===== src/rtl/serial_eeprom_map.svh =====
`ifndef SERIAL_EEPROM_MAP_SVH
`define SERIAL_EEPROM_MAP_SVH

// ----------------------------------------------------------------------------
// Clock and strobe timing
// ----------------------------------------------------------------------------
`define CLK_FREQ_MHZ    20
`define STROBE_LOW_NS   100
`define STROBE_LOW_CYC  ((`STROBE_LOW_NS * `CLK_FREQ_MHZ + 999) / 1000)

// ----------------------------------------------------------------------------
// Sequence framing
// ----------------------------------------------------------------------------
`define ADDR_LAST_BIT   4'hf
`define BYTE_LAST_BIT   4'h7
`define ADDR_SIG_MASK   16'h7fff
`define RST_WRITE_BIT   1'b0
`define NV_START_BIT    1'b1
`define RD_END_BIT      1'b1

`endif


===== src/rtl/serial_eeprom_pkg.sv =====
package serial_eeprom_pkg;

  // Command sequence steps, one-hot.
  typedef enum logic [12:0] {
    ST_IDLE    = 13'h0001,
    ST_RST1    = 13'h0002,
    ST_RST2    = 13'h0004,
    ST_RST3    = 13'h0008,
    ST_ADDR    = 13'h0010,
    ST_DATA_RD = 13'h0020,
    ST_END_RD  = 13'h0040,
    ST_DATA_WR = 13'h0080,
    ST_NV1     = 13'h0100,
    ST_NV2     = 13'h0200,
    ST_NV3     = 13'h0400,
    ST_POLL    = 13'h0800,
    ST_DONE    = 13'h1000
  } seq_state_e;

  // Phases of one bus cycle, one-hot.
  typedef enum logic [3:0] {
    PH_IDLE   = 4'h1,
    PH_SETUP  = 4'h2,
    PH_STROBE = 4'h4,
    PH_HOLD   = 4'h8
  } phase_e;

  typedef logic [15:0] addr_t;
  typedef logic [5:0]  len_t;
  typedef logic [7:0]  byte_t;

endpackage


===== src/rtl/serial_eeprom_host.sv =====
`timescale 1ns/1ps
`include "serial_eeprom_map.svh"

module serial_eeprom_host
  import serial_eeprom_pkg::*;
(
  // Clock and reset.
  input  wire logic                     core_clk_i,
  input  wire logic                     srst_i,
  // Command port.
  input  wire logic                     cmd_valid_i,
  input  wire logic                     cmd_write_i,
  input  wire serial_eeprom_pkg::addr_t cmd_addr_i,
  input  wire serial_eeprom_pkg::len_t  cmd_len_i,
  input  wire logic                     protect_i,
  output logic                          cmd_ready_o,
  output logic                          done_o,
  // Write data, one byte per request.
  input  wire logic                     wr_valid_i,
  input  wire serial_eeprom_pkg::byte_t wr_data_i,
  output logic                          wr_req_o,
  // Read data.
  output serial_eeprom_pkg::byte_t      rd_data_o,
  output logic                          rd_valid_o,
  // Device pins.
  output logic                          cs_n_o,
  output logic                          oe_n_o,
  output logic                          we_n_o,
  output logic                          wp_n_o,
  input  wire logic                     io_i,
  output logic                          io_o,
  output logic                          io_oe_o
);
  import serial_eeprom_pkg::*;

  localparam logic [2:0] STROBE_LAST = 3'(`STROBE_LOW_CYC - 1);

  seq_state_e st_reg;
  phase_e     ph_reg;
  logic [2:0] ph_cnt_reg;
  logic       op_wr_reg;
  logic       bit_done_reg;
  logic       bit_rx_reg;
  logic [3:0] bit_cnt_reg;
  len_t       byte_cnt_reg;
  len_t       len_reg;
  logic       is_wr_reg;
  logic       byte_loaded_reg;
  logic [15:0] sh_reg;
  logic       need_op;
  logic       op_is_wr;
  logic       op_val;
  logic       bit_start;

  // ---------------------------------------------------------------------------
  // Operation selection
  // ---------------------------------------------------------------------------
  // Each step but ST_IDLE and ST_DONE names one bus cycle; write steps carry the bit they send.
  always_comb
  begin
    need_op  = 1'b0;
    op_is_wr = 1'b0;
    op_val   = 1'b0;
    case (st_reg)
      ST_RST1, ST_RST3, ST_DATA_RD, ST_NV1, ST_NV3, ST_POLL:
      begin
        need_op = 1'b1;
      end
      ST_RST2:
      begin
        need_op  = 1'b1;
        op_is_wr = 1'b1;
        op_val   = `RST_WRITE_BIT;
      end
      ST_ADDR:
      begin
        need_op  = 1'b1;
        op_is_wr = 1'b1;
        op_val   = sh_reg[15];
      end
      ST_DATA_WR:
      begin
        need_op  = byte_loaded_reg;
        op_is_wr = 1'b1;
        op_val   = sh_reg[15];
      end
      ST_END_RD:
      begin
        need_op  = 1'b1;
        op_is_wr = 1'b1;
        op_val   = `RD_END_BIT;
      end
      ST_NV2:
      begin
        need_op  = 1'b1;
        op_is_wr = 1'b1;
        op_val   = `NV_START_BIT;
      end
      default:
      begin
        need_op = 1'b0;
      end
    endcase
  end

  // The done pulse blocks a restart so the sequencer sees each result once.
  assign bit_start = (ph_reg == PH_IDLE) && need_op && !bit_done_reg;

  // ---------------------------------------------------------------------------
  // Bus cycle engine
  // ---------------------------------------------------------------------------
  // Data is set up before the strobe falls and the strobe rises one cycle
  // ahead of chip select, so the device latches on the strobe edge.
  always_ff @(posedge core_clk_i)
  begin
    if (srst_i)
    begin
      ph_reg       <= PH_IDLE;
      ph_cnt_reg   <= 3'h0;
      op_wr_reg    <= 1'b0;
      bit_done_reg <= 1'b0;
      bit_rx_reg   <= 1'b0;
      cs_n_o       <= 1'b1;
      oe_n_o       <= 1'b1;
      we_n_o       <= 1'b1;
      io_o         <= 1'b0;
      io_oe_o      <= 1'b0;
    end
    else
    begin
      bit_done_reg <= 1'b0;
      case (ph_reg)
        PH_IDLE:
        begin
          if (bit_start)
          begin
            op_wr_reg <= op_is_wr;
            cs_n_o    <= 1'b0;
            io_o      <= op_val;
            io_oe_o   <= op_is_wr;
            ph_reg    <= PH_SETUP;
          end
        end
        PH_SETUP:
        begin
          // Only one strobe ever falls per cycle.
          we_n_o     <= !op_wr_reg;
          oe_n_o     <= op_wr_reg;
          ph_cnt_reg <= STROBE_LAST;
          ph_reg     <= PH_STROBE;
        end
        PH_STROBE:
        begin
          if (ph_cnt_reg == 3'h0)
          begin
            we_n_o     <= 1'b1;
            oe_n_o     <= 1'b1;
            bit_rx_reg <= io_i;
            ph_reg     <= PH_HOLD;
          end
          else
          begin
            ph_cnt_reg <= ph_cnt_reg - 3'h1;
          end
        end
        PH_HOLD:
        begin
          cs_n_o       <= 1'b1;
          io_oe_o      <= 1'b0;
          bit_done_reg <= 1'b1;
          ph_reg       <= PH_IDLE;
        end
        default:
        begin
          ph_reg <= PH_IDLE;
        end
      endcase
    end
  end

  // ---------------------------------------------------------------------------
  // Command sequencer
  // ---------------------------------------------------------------------------
  // Steps wait without limit between bus cycles; the device keeps its state.
  always_ff @(posedge core_clk_i)
  begin
    if (srst_i)
    begin
      st_reg          <= ST_IDLE;
      bit_cnt_reg     <= 4'h0;
      byte_cnt_reg    <= 6'h00;
      len_reg         <= 6'h00;
      is_wr_reg       <= 1'b0;
      byte_loaded_reg <= 1'b0;
      sh_reg          <= 16'h0000;
      cmd_ready_o     <= 1'b0;
      done_o          <= 1'b0;
      wr_req_o        <= 1'b0;
      rd_data_o       <= 8'h00;
      rd_valid_o      <= 1'b0;
    end
    else
    begin
      done_o     <= 1'b0;
      rd_valid_o <= 1'b0;
      if (wr_req_o && wr_valid_i)
      begin
        sh_reg[15:8]    <= wr_data_i;
        byte_loaded_reg <= 1'b1;
        wr_req_o        <= 1'b0;
      end
      case (st_reg)
        ST_IDLE:
        begin
          cmd_ready_o <= 1'b1;
          if (cmd_valid_i && cmd_ready_o)
          begin
            cmd_ready_o <= 1'b0;
            is_wr_reg   <= cmd_write_i;
            len_reg     <= cmd_len_i;
            sh_reg      <= cmd_addr_i & `ADDR_SIG_MASK;
            st_reg      <= ST_RST1;
          end
        end
        ST_RST1:
          if (bit_done_reg) st_reg <= ST_RST2;
        ST_RST2:
          if (bit_done_reg) st_reg <= ST_RST3;
        ST_RST3:
          if (bit_done_reg)
          begin
            bit_cnt_reg <= 4'h0;
            st_reg      <= ST_ADDR;
          end
        ST_ADDR:
          if (bit_done_reg)
          begin
            sh_reg      <= {sh_reg[14:0], 1'b0};
            bit_cnt_reg <= bit_cnt_reg + 4'h1;
            if (bit_cnt_reg == `ADDR_LAST_BIT)
            begin
              bit_cnt_reg     <= 4'h0;
              byte_cnt_reg    <= 6'h00;
              byte_loaded_reg <= 1'b0;
              wr_req_o        <= is_wr_reg;
              st_reg          <= is_wr_reg ? ST_DATA_WR : ST_DATA_RD;
            end
          end
        ST_DATA_RD:
          if (bit_done_reg)
          begin
            rd_data_o   <= {rd_data_o[6:0], bit_rx_reg};
            bit_cnt_reg <= bit_cnt_reg + 4'h1;
            if (bit_cnt_reg == `BYTE_LAST_BIT)
            begin
              // The device steps its own address, so bursts just keep reading.
              rd_valid_o   <= 1'b1;
              bit_cnt_reg  <= 4'h0;
              byte_cnt_reg <= byte_cnt_reg + 6'h01;
              if (byte_cnt_reg == len_reg) st_reg <= ST_END_RD;
            end
          end
        ST_END_RD:
          if (bit_done_reg) st_reg <= ST_DONE;
        ST_DATA_WR:
          if (bit_done_reg)
          begin
            sh_reg      <= {sh_reg[14:0], 1'b0};
            bit_cnt_reg <= bit_cnt_reg + 4'h1;
            if (bit_cnt_reg == `BYTE_LAST_BIT)
            begin
              // A load that runs past the page end wraps inside the page in the device.
              bit_cnt_reg     <= 4'h0;
              byte_loaded_reg <= 1'b0;
              byte_cnt_reg    <= byte_cnt_reg + 6'h01;
              if (byte_cnt_reg == len_reg) st_reg <= ST_NV1;
              else wr_req_o <= 1'b1;
            end
          end
        ST_NV1:
          if (bit_done_reg) st_reg <= ST_NV2;
        ST_NV2:
          if (bit_done_reg) st_reg <= ST_NV3;
        ST_NV3, ST_POLL:
          // Low means still programming; a protected part reads high at once.
          if (bit_done_reg) st_reg <= bit_rx_reg ? ST_DONE : ST_POLL;
        ST_DONE:
        begin
          done_o <= 1'b1;
          st_reg <= ST_IDLE;
        end
        default:
          st_reg <= ST_IDLE;
      endcase
    end
  end

  // ---------------------------------------------------------------------------
  // Write protect pin
  // ---------------------------------------------------------------------------
  // Protection only inhibits new programming; a running one still finishes.
  always_ff @(posedge core_clk_i)
  begin
    if (srst_i) wp_n_o <= 1'b0;
    else wp_n_o <= !protect_i;
  end
endmodule


===== config.mk =====
export PLATFORM = sky130hd
export DESIGN_NAME = serial_eeprom_host
export DESIGN_NICKNAME = d
export VERILOG_FILES = /design/src/rtl/serial_eeprom_pkg.sv /design/src/rtl/serial_eeprom_host.sv
export VERILOG_INCLUDE_DIRS = /design/src /design/src/rtl
export SDC_FILE = /design/constraint.sdc
export NUM_CORES = 1
export LEC_CHECK = 0
export ABC_AREA = 1
export BUFFER_PORTS_ARGS = -buffer_cell sky130_fd_sc_hd__buf_2
export CAP_MARGIN = 20
export CORE_MARGIN = 2
export CORE_UTILIZATION = 42
export CTS_CLUSTER_DIAMETER = 50
export DETAILED_ROUTE_END_ITERATION = 6
export PLACE_DENSITY = 0.59
export SLEW_MARGIN = 10
export SYNTH_ARGS = -nofsm -noshare
export SYNTH_HDL_FRONTEND = slang
export SYNTH_SLANG_ARGS = --single-unit

===== constraint.sdc =====
create_clock -name core_clk_i -period 2.31 [get_ports core_clk_i]
set_clock_uncertainty 0.2 [all_clocks]
set_input_delay 0.3465 -clock core_clk_i [delete_from_list [all_inputs] [get_ports core_clk_i]]
set_output_delay 0.3465 -clock core_clk_i [all_outputs]
set_load 0.05 [all_outputs]

==> flow_summary.toml, run 1 <==
[floorplan]
std_cell_rows = 34
initial_standard_cell_utilization_of_the_core = 0.4358
placeableCoreArea_um2 = 8763
ioPinCount = 55
horizontal_die_dimension_um = 99.35
die_footprint_um2 = 9870
die_h_um = 99.35

[job]
cap_viol_max_count = 0

[logic_synthesis]
synth.area.top_cells = "dfxtp_1 (39%), nand2_1 (12%), nor2_1 (9.1%)"
avgSynthCellArea_um2 = 6.795
synth_cell_types = 42
syn_nets = 603
ys_seq_area_frac = 0.3932
yosys_warning_total = 0
number_of_flops_mapped_to_enable_cells_by_yosys = 0
synth_async_sr_flop_share = 0
synth_top_area_frac = 0.3932
ys_dominant_reg_cell = "dfxtp_1"
yosys_register_bits = 75
netlist.top_cell.by_area = "dfxtp_1"
postSynthCellCount = 562
syn-cell-area_um2 = 3819

[global_routing]
grt-ovfl-total = 0
grt_use_total = 0.2017
grt_max_degree = 36
antenna_found_initial = 0
vias_in_the_first_global_route = 3566
grt_first_pass_wirelength_um = 16230

[hold_path]
min_path_cells = 3
hp-class = "primary input to flop"

[setup_path]
reg2reg_depth = 10
wp_data_required_ps = 2340
critPathMostFrequentCell = "nand2_2"
critical_path.endpoint_type = "flop"
timing.critical_path.slowest_cell_delay_ps = 350
critical_path_class = "flop to flop"
timing.critical_path.fanout_max = 15
crit_path_start_kind = "flop"
worst-endpoint-arrival_ps = 2140
worstPathCellList = "nor2_4 -> nand2_2 -> nor2_8 -> nand2_2 -> nand2_2 -> nand2_4 -> a21boi_2 -> inv_2 -> a21oi_1 -> nor2_1"
timing.critical_path.slowest_stage_cell = "dfxtp_1"

[clock_network]
postCtsSetupRepairBufs = 0
clock_net_sink_count = 75
cts-root-buf = "clkbuf_8"
cts.path.max_buffers = 2
h-tree-depth = 3
insertion_delay_ps = 340
cts.clk_slew.worst_paths_ps = 80
tritoncts = "built"
cts_buffers = 9

[cells_and_area]
mostFrequentLayoutCell = "nand2_1"
area_taken_by_flip_flops_and_latches_um2 = 1501
post-route-util = 0.5067
num-fill-cells = 937
finalNetCount = 664
area.growth.synth_to_final_pct = 16.28
antenna-diode-count = 0
layout_cells_sized_above_1 = 0.1783
largest_register_ff_count = 16
multi_input_comb_area_um2 = 2007
layout_common_cells = "nand2_1 (118), nor2_1 (88), dfxtp_1 (75)"

[detailed_routing]
drt_iter0_drc = 166
detail_route.vias_per_cell = 5.056
totalWireLength_um = 9558
dr.pass1.iters = 4
via_count = 3721
post_drt_wl_per_cell_um = 12.99
drc_errors = 0
final_antenna_net_count = 0

[timing]
final-max-slew-violation-count = 0
slew_headroom = 0.6963
min_period_ps = 2115
rsz0062_at_grt = "false"
final.hold.worst_slack_ps = 35.00
setup-tns-final_ps = 0
tightest_slew_ps = 450.8
timing.final.setup_violations = 0
max_freq_mhz = 472.9
period_share = 0.9155
hold_violations = 0

[pwr]
power_density_nw_per_um2 = 851.9
share_comb_of_total_power = 0.331
power.total_mw = 3.783
leak_pwr_nw = 2.139
clkPwrFrac = 0.274
power.sequential.fraction = 0.395
sw_frac_of_total = 0.3895
max-vdd-ir-drop_mv = 0.3566
power.switching_mw = 1.473
p_int_mw = 2.309

[status]
outcome = "completed"

[placed_design]
gp_congestion = 0.8739
portBuffers = 53
dp_hpwl_um = 7023
-- per-stage QoR --
| stage | setup WS (ps) | std cells | cell area (µm²) |
|---|---|---|---|
| finish | 195.3 | 736 | 4441 |
| global route | 5.520 | 736 | 4441 |
| CTS | 119.4 | 735 | 4417 |
| detailed placement | 132.6 | 718 | 4207 |
| global placement | 169.7 | 718 | 4207 |
| floorplan | 363.8 | 562 | 3819 |
-- power groups by stage --
stage,clock network (mW),registers (mW),logic (mW)
floorplan,0,1.58,0.910
global placement,0,1.52,1.19
detailed placement,0,1.52,1.21
CTS,1.06,1.49,1.21
global route,1.11,1.51,1.42
finish,1.04,1.49,1.25
-- synthesized netlist by cell type (5+ instances only) --
cell,n
dfxtp_1,75
nor3_1,7
o21ai_0,40
a21oi_1,46
xor2_1,5
inv_1,62
nand4_1,5
nand2_2,8
nand3_1,46
nor2_2,6
clkbuf_1,7
nor2_1,93
nand2_1,118
-- path summary, 6_finish.rpt --
path / startpoint / endpoint / slack, ps
min: cmd_len_i[1] / len_reg[1] / 30
max reg2reg: st_reg[10] / sh_reg[12] / 200
max: st_reg[10] / sh_reg[12] / 200
min reg2reg: cs_n_o / cs_n_o / 260
-- logic make-up after synthesis --
family / count (synthesis) / synth area share
flip-flops: 75 / 0.3932
adder cells (fa/ha/maj): 4 / 0.01311
XOR/XNOR: 6 / 0.01376
AND/OR/NAND/NOR: 297 / 0.3493
buffers and inverters: 80 / 0.08748
AO/OA/AOI/OAI: 100 / 0.1432
-- layout make-up --
class / instances / area share
Sequential cell: 75 / 0.3381
Clock buffer: 9 / 0.02790
Timing Repair Buffer: 64 / 0.07890
Multi-Input combinational cell: 408 / 0.4520
Tap cell: 108 / 0.03043
Clock inverter: 7 / 0.01719
Inverter: 65 / 0.05551
-- per-layer routing --
| metal | global-route usage | vias up | routed length (µm) |
|---|---|---|---|
| li1 | - | 1940 | - |
| met5 | 0 | - | 0 |
| met4 | 0.05690 | 0 | 127 |
| met3 | 0.03865 | 10 | 302 |
| met2 | 0.3436 | 61 | 4578 |
| met1 | 0.2609 | 1710 | 4549 |
-- repair_timing --
action                                 CTS  global route
endpoints found under the hold margin    1             0
gates resized for setup                  0             7
setup endpoints to repair                0            22
hold buffers                             1             0
-- critical path, delay by kind of cell (launching register included) --
| kind | cells | cell delay, ps |
|---|---|---|
| flip-flops | 1 | 350 |
| AO/OA/AOI/OAI | 2 | 360 |
| buffers and inverters | 1 | 150 |
| AND/OR/NAND/NOR | 7 | 930 |
Power figures use the tool's default switching activity.
==> run 2, diff against run 1 <==
Settings changed: SETUP_SLACK_MARGIN set to 0.4.
==> run 2 against run 1 <==
  * Clock power rose by 13%
  * Global-route usage rose by 1.0 points
  * Non-clock buffer count rose by 20
  * Critical path type unchanged
==> flow_summary.toml, run 2 (same netlist as run 1, synthesis figures left out) <==
[detailed_routing]
drt_iter0_drc = 168
drc_errors = 0
detail_route.vias_per_cell = 5.062
via_count = 3832
totalWireLength_um = 10340
post_drt_wl_per_cell_um = 13.66
final_antenna_net_count = 0
dr.pass1.iters = 5

[setup_path]
wp_data_required_ps = 2390
worst-endpoint-arrival_ps = 2060
timing.critical_path.slowest_stage_cell = "dfxtp_2"
timing.critical_path.fanout_max = 6
worstPathCellList = "nor2_4 -> nand2_4 -> nor2_8 -> buf_4 -> buf_4 -> nand3_4 -> nand4_1 -> nor2_4 -> nand2_2 -> nor3b_1"
startpoint = "st_reg[10]"
reg2reg_from = "st_reg[10]"
critical_path.endpoint_type = "flop"
r2r_slack_ps = 330
timing.critical_path.slowest_cell_delay_ps = 370
r2r-end = "st_reg[12]"
crit_path_end = "st_reg[12]"
reg2reg_depth = 10
critical_path_class = "flop to flop"
crit_path_start_kind = "flop"

[cells_and_area]
num-fill-cells = 821
antenna-diode-count = 0
mostFrequentLayoutCell = "nand2_1"
area.growth.synth_to_final_pct = 32.41
largest_register_ff_count = 16
layout_cells_sized_above_1 = 0.2897
multi_input_comb_area_um2 = 2338
finalNetCount = 685
layout_common_cells = "nand2_1 (109), nor2_1 (84), dfxtp_1 (61)"
area_taken_by_flip_flops_and_latches_um2 = 1526

[timing]
setup-tns-final_ps = 0
period_share = 0.8584
tightest_slew_ps = 377.6
timing.final.setup_violations = 0
final-max-slew-violation-count = 0
hold_violations = 0
max_freq_mhz = 504.3
rsz0062_at_grt = "true"
min_period_ps = 1983
final.hold.worst_slack_ps = 12.77
slew_headroom = 0.7480

[placed_design]
gp_congestion = 0.8963
portBuffers = 53
dp_hpwl_um = 6881

[floorplan]
std_cell_rows = 34
initial_standard_cell_utilization_of_the_core = 0.4358
ioPinCount = 55
placeableCoreArea_um2 = 8763
die_footprint_um2 = 9870
horizontal_die_dimension_um = 99.35
die_h_um = 99.35

[clock_network]
insertion_delay_ps = 370
cts_buffers = 9
cts-root-buf = "clkbuf_8"
cts.path.max_buffers = 2
h-tree-depth = 3
tritoncts = "built"
cts.clk_slew.worst_paths_ps = 100
clock_net_sink_count = 75

[global_routing]
vias_in_the_first_global_route = 3511
grt_first_pass_wirelength_um = 16590
grt-ovfl-total = 0
grt_max_degree = 29
grt_use_total = 0.2117
antenna_found_initial = 0

[pwr]
power_density_nw_per_um2 = 875.0
max-vdd-ir-drop_mv = 0.3658
leak_pwr_nw = 2.348

[status]
outcome = "completed"

[hold_path]
hp-class = "primary input to flop"

[job]
cap_viol_max_count = 0
==> run 2: critical path: cells and delay by family (launching register included) <==
family | cells | cell delay (ps)
buffers and inverters | 2 | 260
flip-flops | 1 | 370
AND/OR/NAND/NOR | 8 | 1040
==> run 2: worst min path at each step <==
stage                 startpoint         end  slack [ps]  cells after the start
finish              cmd_len_i[1]  len_reg[1]          10                      3
global route        cmd_len_i[1]  len_reg[1]         0.3                      3
CTS                 cmd_len_i[1]  len_reg[1]           3                      3
detailed placement     sh_reg[6]   sh_reg[6]         260                      2
global placement       sh_reg[0]   sh_reg[0]         250                      2
floorplan              protect_i      wp_n_o         210                      1
==> run 2: power by group <==
group / leakage [nW] / internal, mW / total [mW] / switching, mW
clock network: 0.106 / 0.616 / 1.18 / 0.561
registers: 0.613 / 1.42 / 1.51 / 0.0915
logic: 1.63 / 0.652 / 1.73 / 1.08
total: 2.35 / 2.69 / 4.42 / 1.73
==> run 2: cell type report <==
type,count,area share
clock buffers,9,0.02450
repair buffers,84,0.1133
well taps,108,0.02673
clock inverters,7,0.02004
flip-flops and latches,75,0.3019
inverters,65,0.05098
multi-input cells,409,0.4625
==> run 2: stage by stage <==
stage / utilization / total power [mW] / setup slack (ps) / instances / instance area (µm²)
CTS: 0.5388 / 4.192 / 341.5 / 745 / 4722
global route: 0.5770 / 4.698 / 244.1 / 757 / 5056
detailed placement: 0.4802 / 2.714 / 139.4 / 715 / 4208
finish: 0.5770 / 4.424 / 327.1 / 757 / 5056
floorplan: - / 2.502 / 412.9 / 562 / 3830
global placement: 0.4802 / 2.697 / 160.8 / 715 / 4208
==> run 2: metal layers <==
layer / GRT usage / part of all wire / up-vias
li1: - / - / 1979
met1: 0.2691 / 0.46 / 1754
met2: 0.3477 / 0.48 / 85
met3: 0.05762 / 0.042 / 14
met4: 0.07165 / 0.014 / 0
met5: 0 / 0 / -
==> run 2: timing repair <==
item | CTS | global route
hold endpoints to repair | 1 | 0
endpoints found under the setup margin | 48 | 53
cloned | 3 | 0
gates resized for setup | 41 | 66
hold buffers | 1 | 0
buffers inserted | 10 | 12
pin swaps | 8 | 10
==> run 3, diff against run 2 <==
Settings changed: ABC_AREA 1 to 0.
==> run 3 against run 2 <==
  * The run now ends with setup timing left
  * Clock power barely moved
  * Synthesized cell count down 19%
  * Synthesized area down 0.85%
  * Maximum frequency down 16%
  * Clock-buffer cell count rose by 3
  * Critical endpoint is now sh_reg[0]
==> flow_summary.toml, run 3 <==
[detailed_routing]
via_count = 3921
totalWireLength_um = 11510
drc_errors = 0
detail_route.vias_per_cell = 5.626
drt_iter0_drc = 221
dr.pass1.iters = 4
post_drt_wl_per_cell_um = 16.52
final_antenna_net_count = 0

[floorplan]
horizontal_die_dimension_um = 98.95
die_h_um = 98.95
die_footprint_um2 = 9790
ioPinCount = 55
placeableCoreArea_um2 = 8721
std_cell_rows = 34
initial_standard_cell_utilization_of_the_core = 0.4341

[setup_path]
crit_path_start_kind = "flop"
critical_path_class = "flop to flop"
timing.critical_path.fanout_max = 8
critical_path.endpoint_type = "flop"
wp_data_required_ps = 2400
worst-endpoint-arrival_ps = 2460

[logic_synthesis]
netlist_top_cells_count = "dfxtp_1 (75), nand2_1 (53), nor2_1 (48)"
synth_async_sr_flop_share = 0
syn_nets = 497
avgSynthCellArea_um2 = 8.303
yosys_warning_total = 0
postSynthCellCount = 456
synth.area.top_cells = "dfxtp_1 (40%), nand2_1 (5.3%), a21oi_1 (4.8%)"
netlist.top_cell.by_area = "dfxtp_1"
ys_seq_area_frac = 0.3966
syn-cell-area_um2 = 3786
synth_top_area_frac = 0.3966
synth_cell_types = 63
number_of_flops_mapped_to_enable_cells_by_yosys = 0
most_frequent_cell_after_synthesis = "dfxtp_1"
ys_dominant_reg_cell = "dfxtp_1"
yosys_register_bits = 75

[global_routing]
grt_first_pass_wirelength_um = 17390
grt-ovfl-total = 0
vias_in_the_first_global_route = 3685
grt_use_total = 0.2174
antenna_found_initial = 0
grt_max_degree = 26

[placed_design]
portBuffers = 53
gp_congestion = 0.8446
dp_hpwl_um = 7218

[clock_network]
h-tree-depth = 3
cts.clk_slew.worst_paths_ps = 80
clock_net_sink_count = 75
insertion_delay_ps = 360
cts.path.max_buffers = 2
tritoncts = "built"
cts_buffers = 9
cts-root-buf = "clkbuf_8"

[timing]
rsz0062_at_grt = "true"
hold_violations = 0
max_freq_mhz = 421.9
setup_slack_after_layout_ps = -60.27
timing.final.setup_violations = 19
min_period_ps = 2370
final-max-slew-violation-count = 0
setup-tns-final_ps = -388.2
period_share = 1.026
slew_headroom = 0.6879
tightest_slew_ps = 467.0

[cells_and_area]
post-route-util = 0.6544
antenna-diode-count = 0
num-fill-cells = 720
mostFrequentLayoutCell = "dfxtp_1"
largest_register_ff_count = 16
area.growth.synth_to_final_pct = 50.73
layout_common_cells = "dfxtp_1 (62), buf_4 (60), buf_2 (53)"
finalNetCount = 625
layout_cells_sized_above_1 = 0.4703

[job]
cap_viol_max_count = 0

[pwr]
power_density_nw_per_um2 = 517.0
leak_pwr_nw = 2.296
max-vdd-ir-drop_mv = 0.4104
power.total_mw = 2.950

[status]
outcome = "finished with violations"
failed_checks = "setup timing"

[hold_path]
hp-class = "primary input to flop"
[run 3: cell count changes after synthesis, moves of 10 or more]
cell / before / now
mux2i_1: 0 / 11
a21oi_1: 46 / 36
nor3_1: 7 / 20
nor2_1: 93 / 48
inv_1: 62 / 5
nand2_1: 118 / 53
nand3_1: 46 / 19
[run 3: what timing repair did]
action                     CTS  global route
resized for setup           54            97
hold buffers                 1             0
cloned                       2             0
buffers inserted            14            11
hold endpoints to repair     1             0
setup endpoints to repair   64            65
pin swaps                   21            63
[run 3: critical path, cell delays in order (launching register included)]
cell,delay (ps)
dfxtp_4,370
or4b_4,550
nor4_4,330
and3_4,280
buf_12,130
buf_8,120
buf_6,90
buf_6,90
a22oi_2,60
nor2_1,90
[run 3: layer usage]
metal	up-vias	global-route usage	routed length, µm
li1	1929	-	-
met5	-	0	0
met4	0	0.07587	266
met1	1865	0.2962	5188
met2	100	0.3498	5598
met3	27	0.03546	460
[run 3: final cells by class]
cell class,count,area [µm²],share of cell area
Timing Repair Buffer,143,1116,0.1956
Sequential cell,75,1543,0.2703
Inverter,6,22.52,0.003947
Clock inverter,4,72.57,0.01272
Multi-Input combinational cell,349,2663,0.4666
Clock buffer,12,155.1,0.02719
Tap cell,108,135.1,0.02368
[run 3: worst paths after layout]
path / from / endpoint / slack [ps] / cells past startpoint
max: st_reg[3] / sh_reg[0] / -60 / 9
min: cmd_len_i[2] / len_reg[2] / 20 / 3
max reg2reg: st_reg[3] / sh_reg[0] / -60 / 9
min reg2reg: rd_data_o[7] / rd_data_o[7] / 260 / 2
[run 3: where the power goes]
part | internal (mW) | switching [mW]
registers | 1.32 | 0.0307
clock network | 0.667 | 0.506
logic | 0.209 | 0.221
[run 3: cells by family (layout without fill, tap and decap cells)]
group / count (synthesis) / in the layout / share of synthesized area
simple gates: 211 / 211 / 0.3050
flops: 75 / 75 / 0.3966
fa+ha+maj: 4 / 4 / 0.01322
mux: 12 / 12 / 0.03206
buf+inv: 32 / 165 / 0.04031
xor+xnor: 14 / 14 / 0.03239
compound gates: 108 / 108 / 0.1804
[run 3: through the flow]
step	worst slack, ps	area [µm²]	hold slack (ps)	std cells
after floorplan	41.67	3959	213.2	456
after CTS	29.79	5221	15.42	686
after global placement	26.30	4657	242.4	653
final	-60.27	5707	23.66	697
after global routing	-139.7	5707	28.53	697
after detailed placement	-36.71	4657	248.1	653
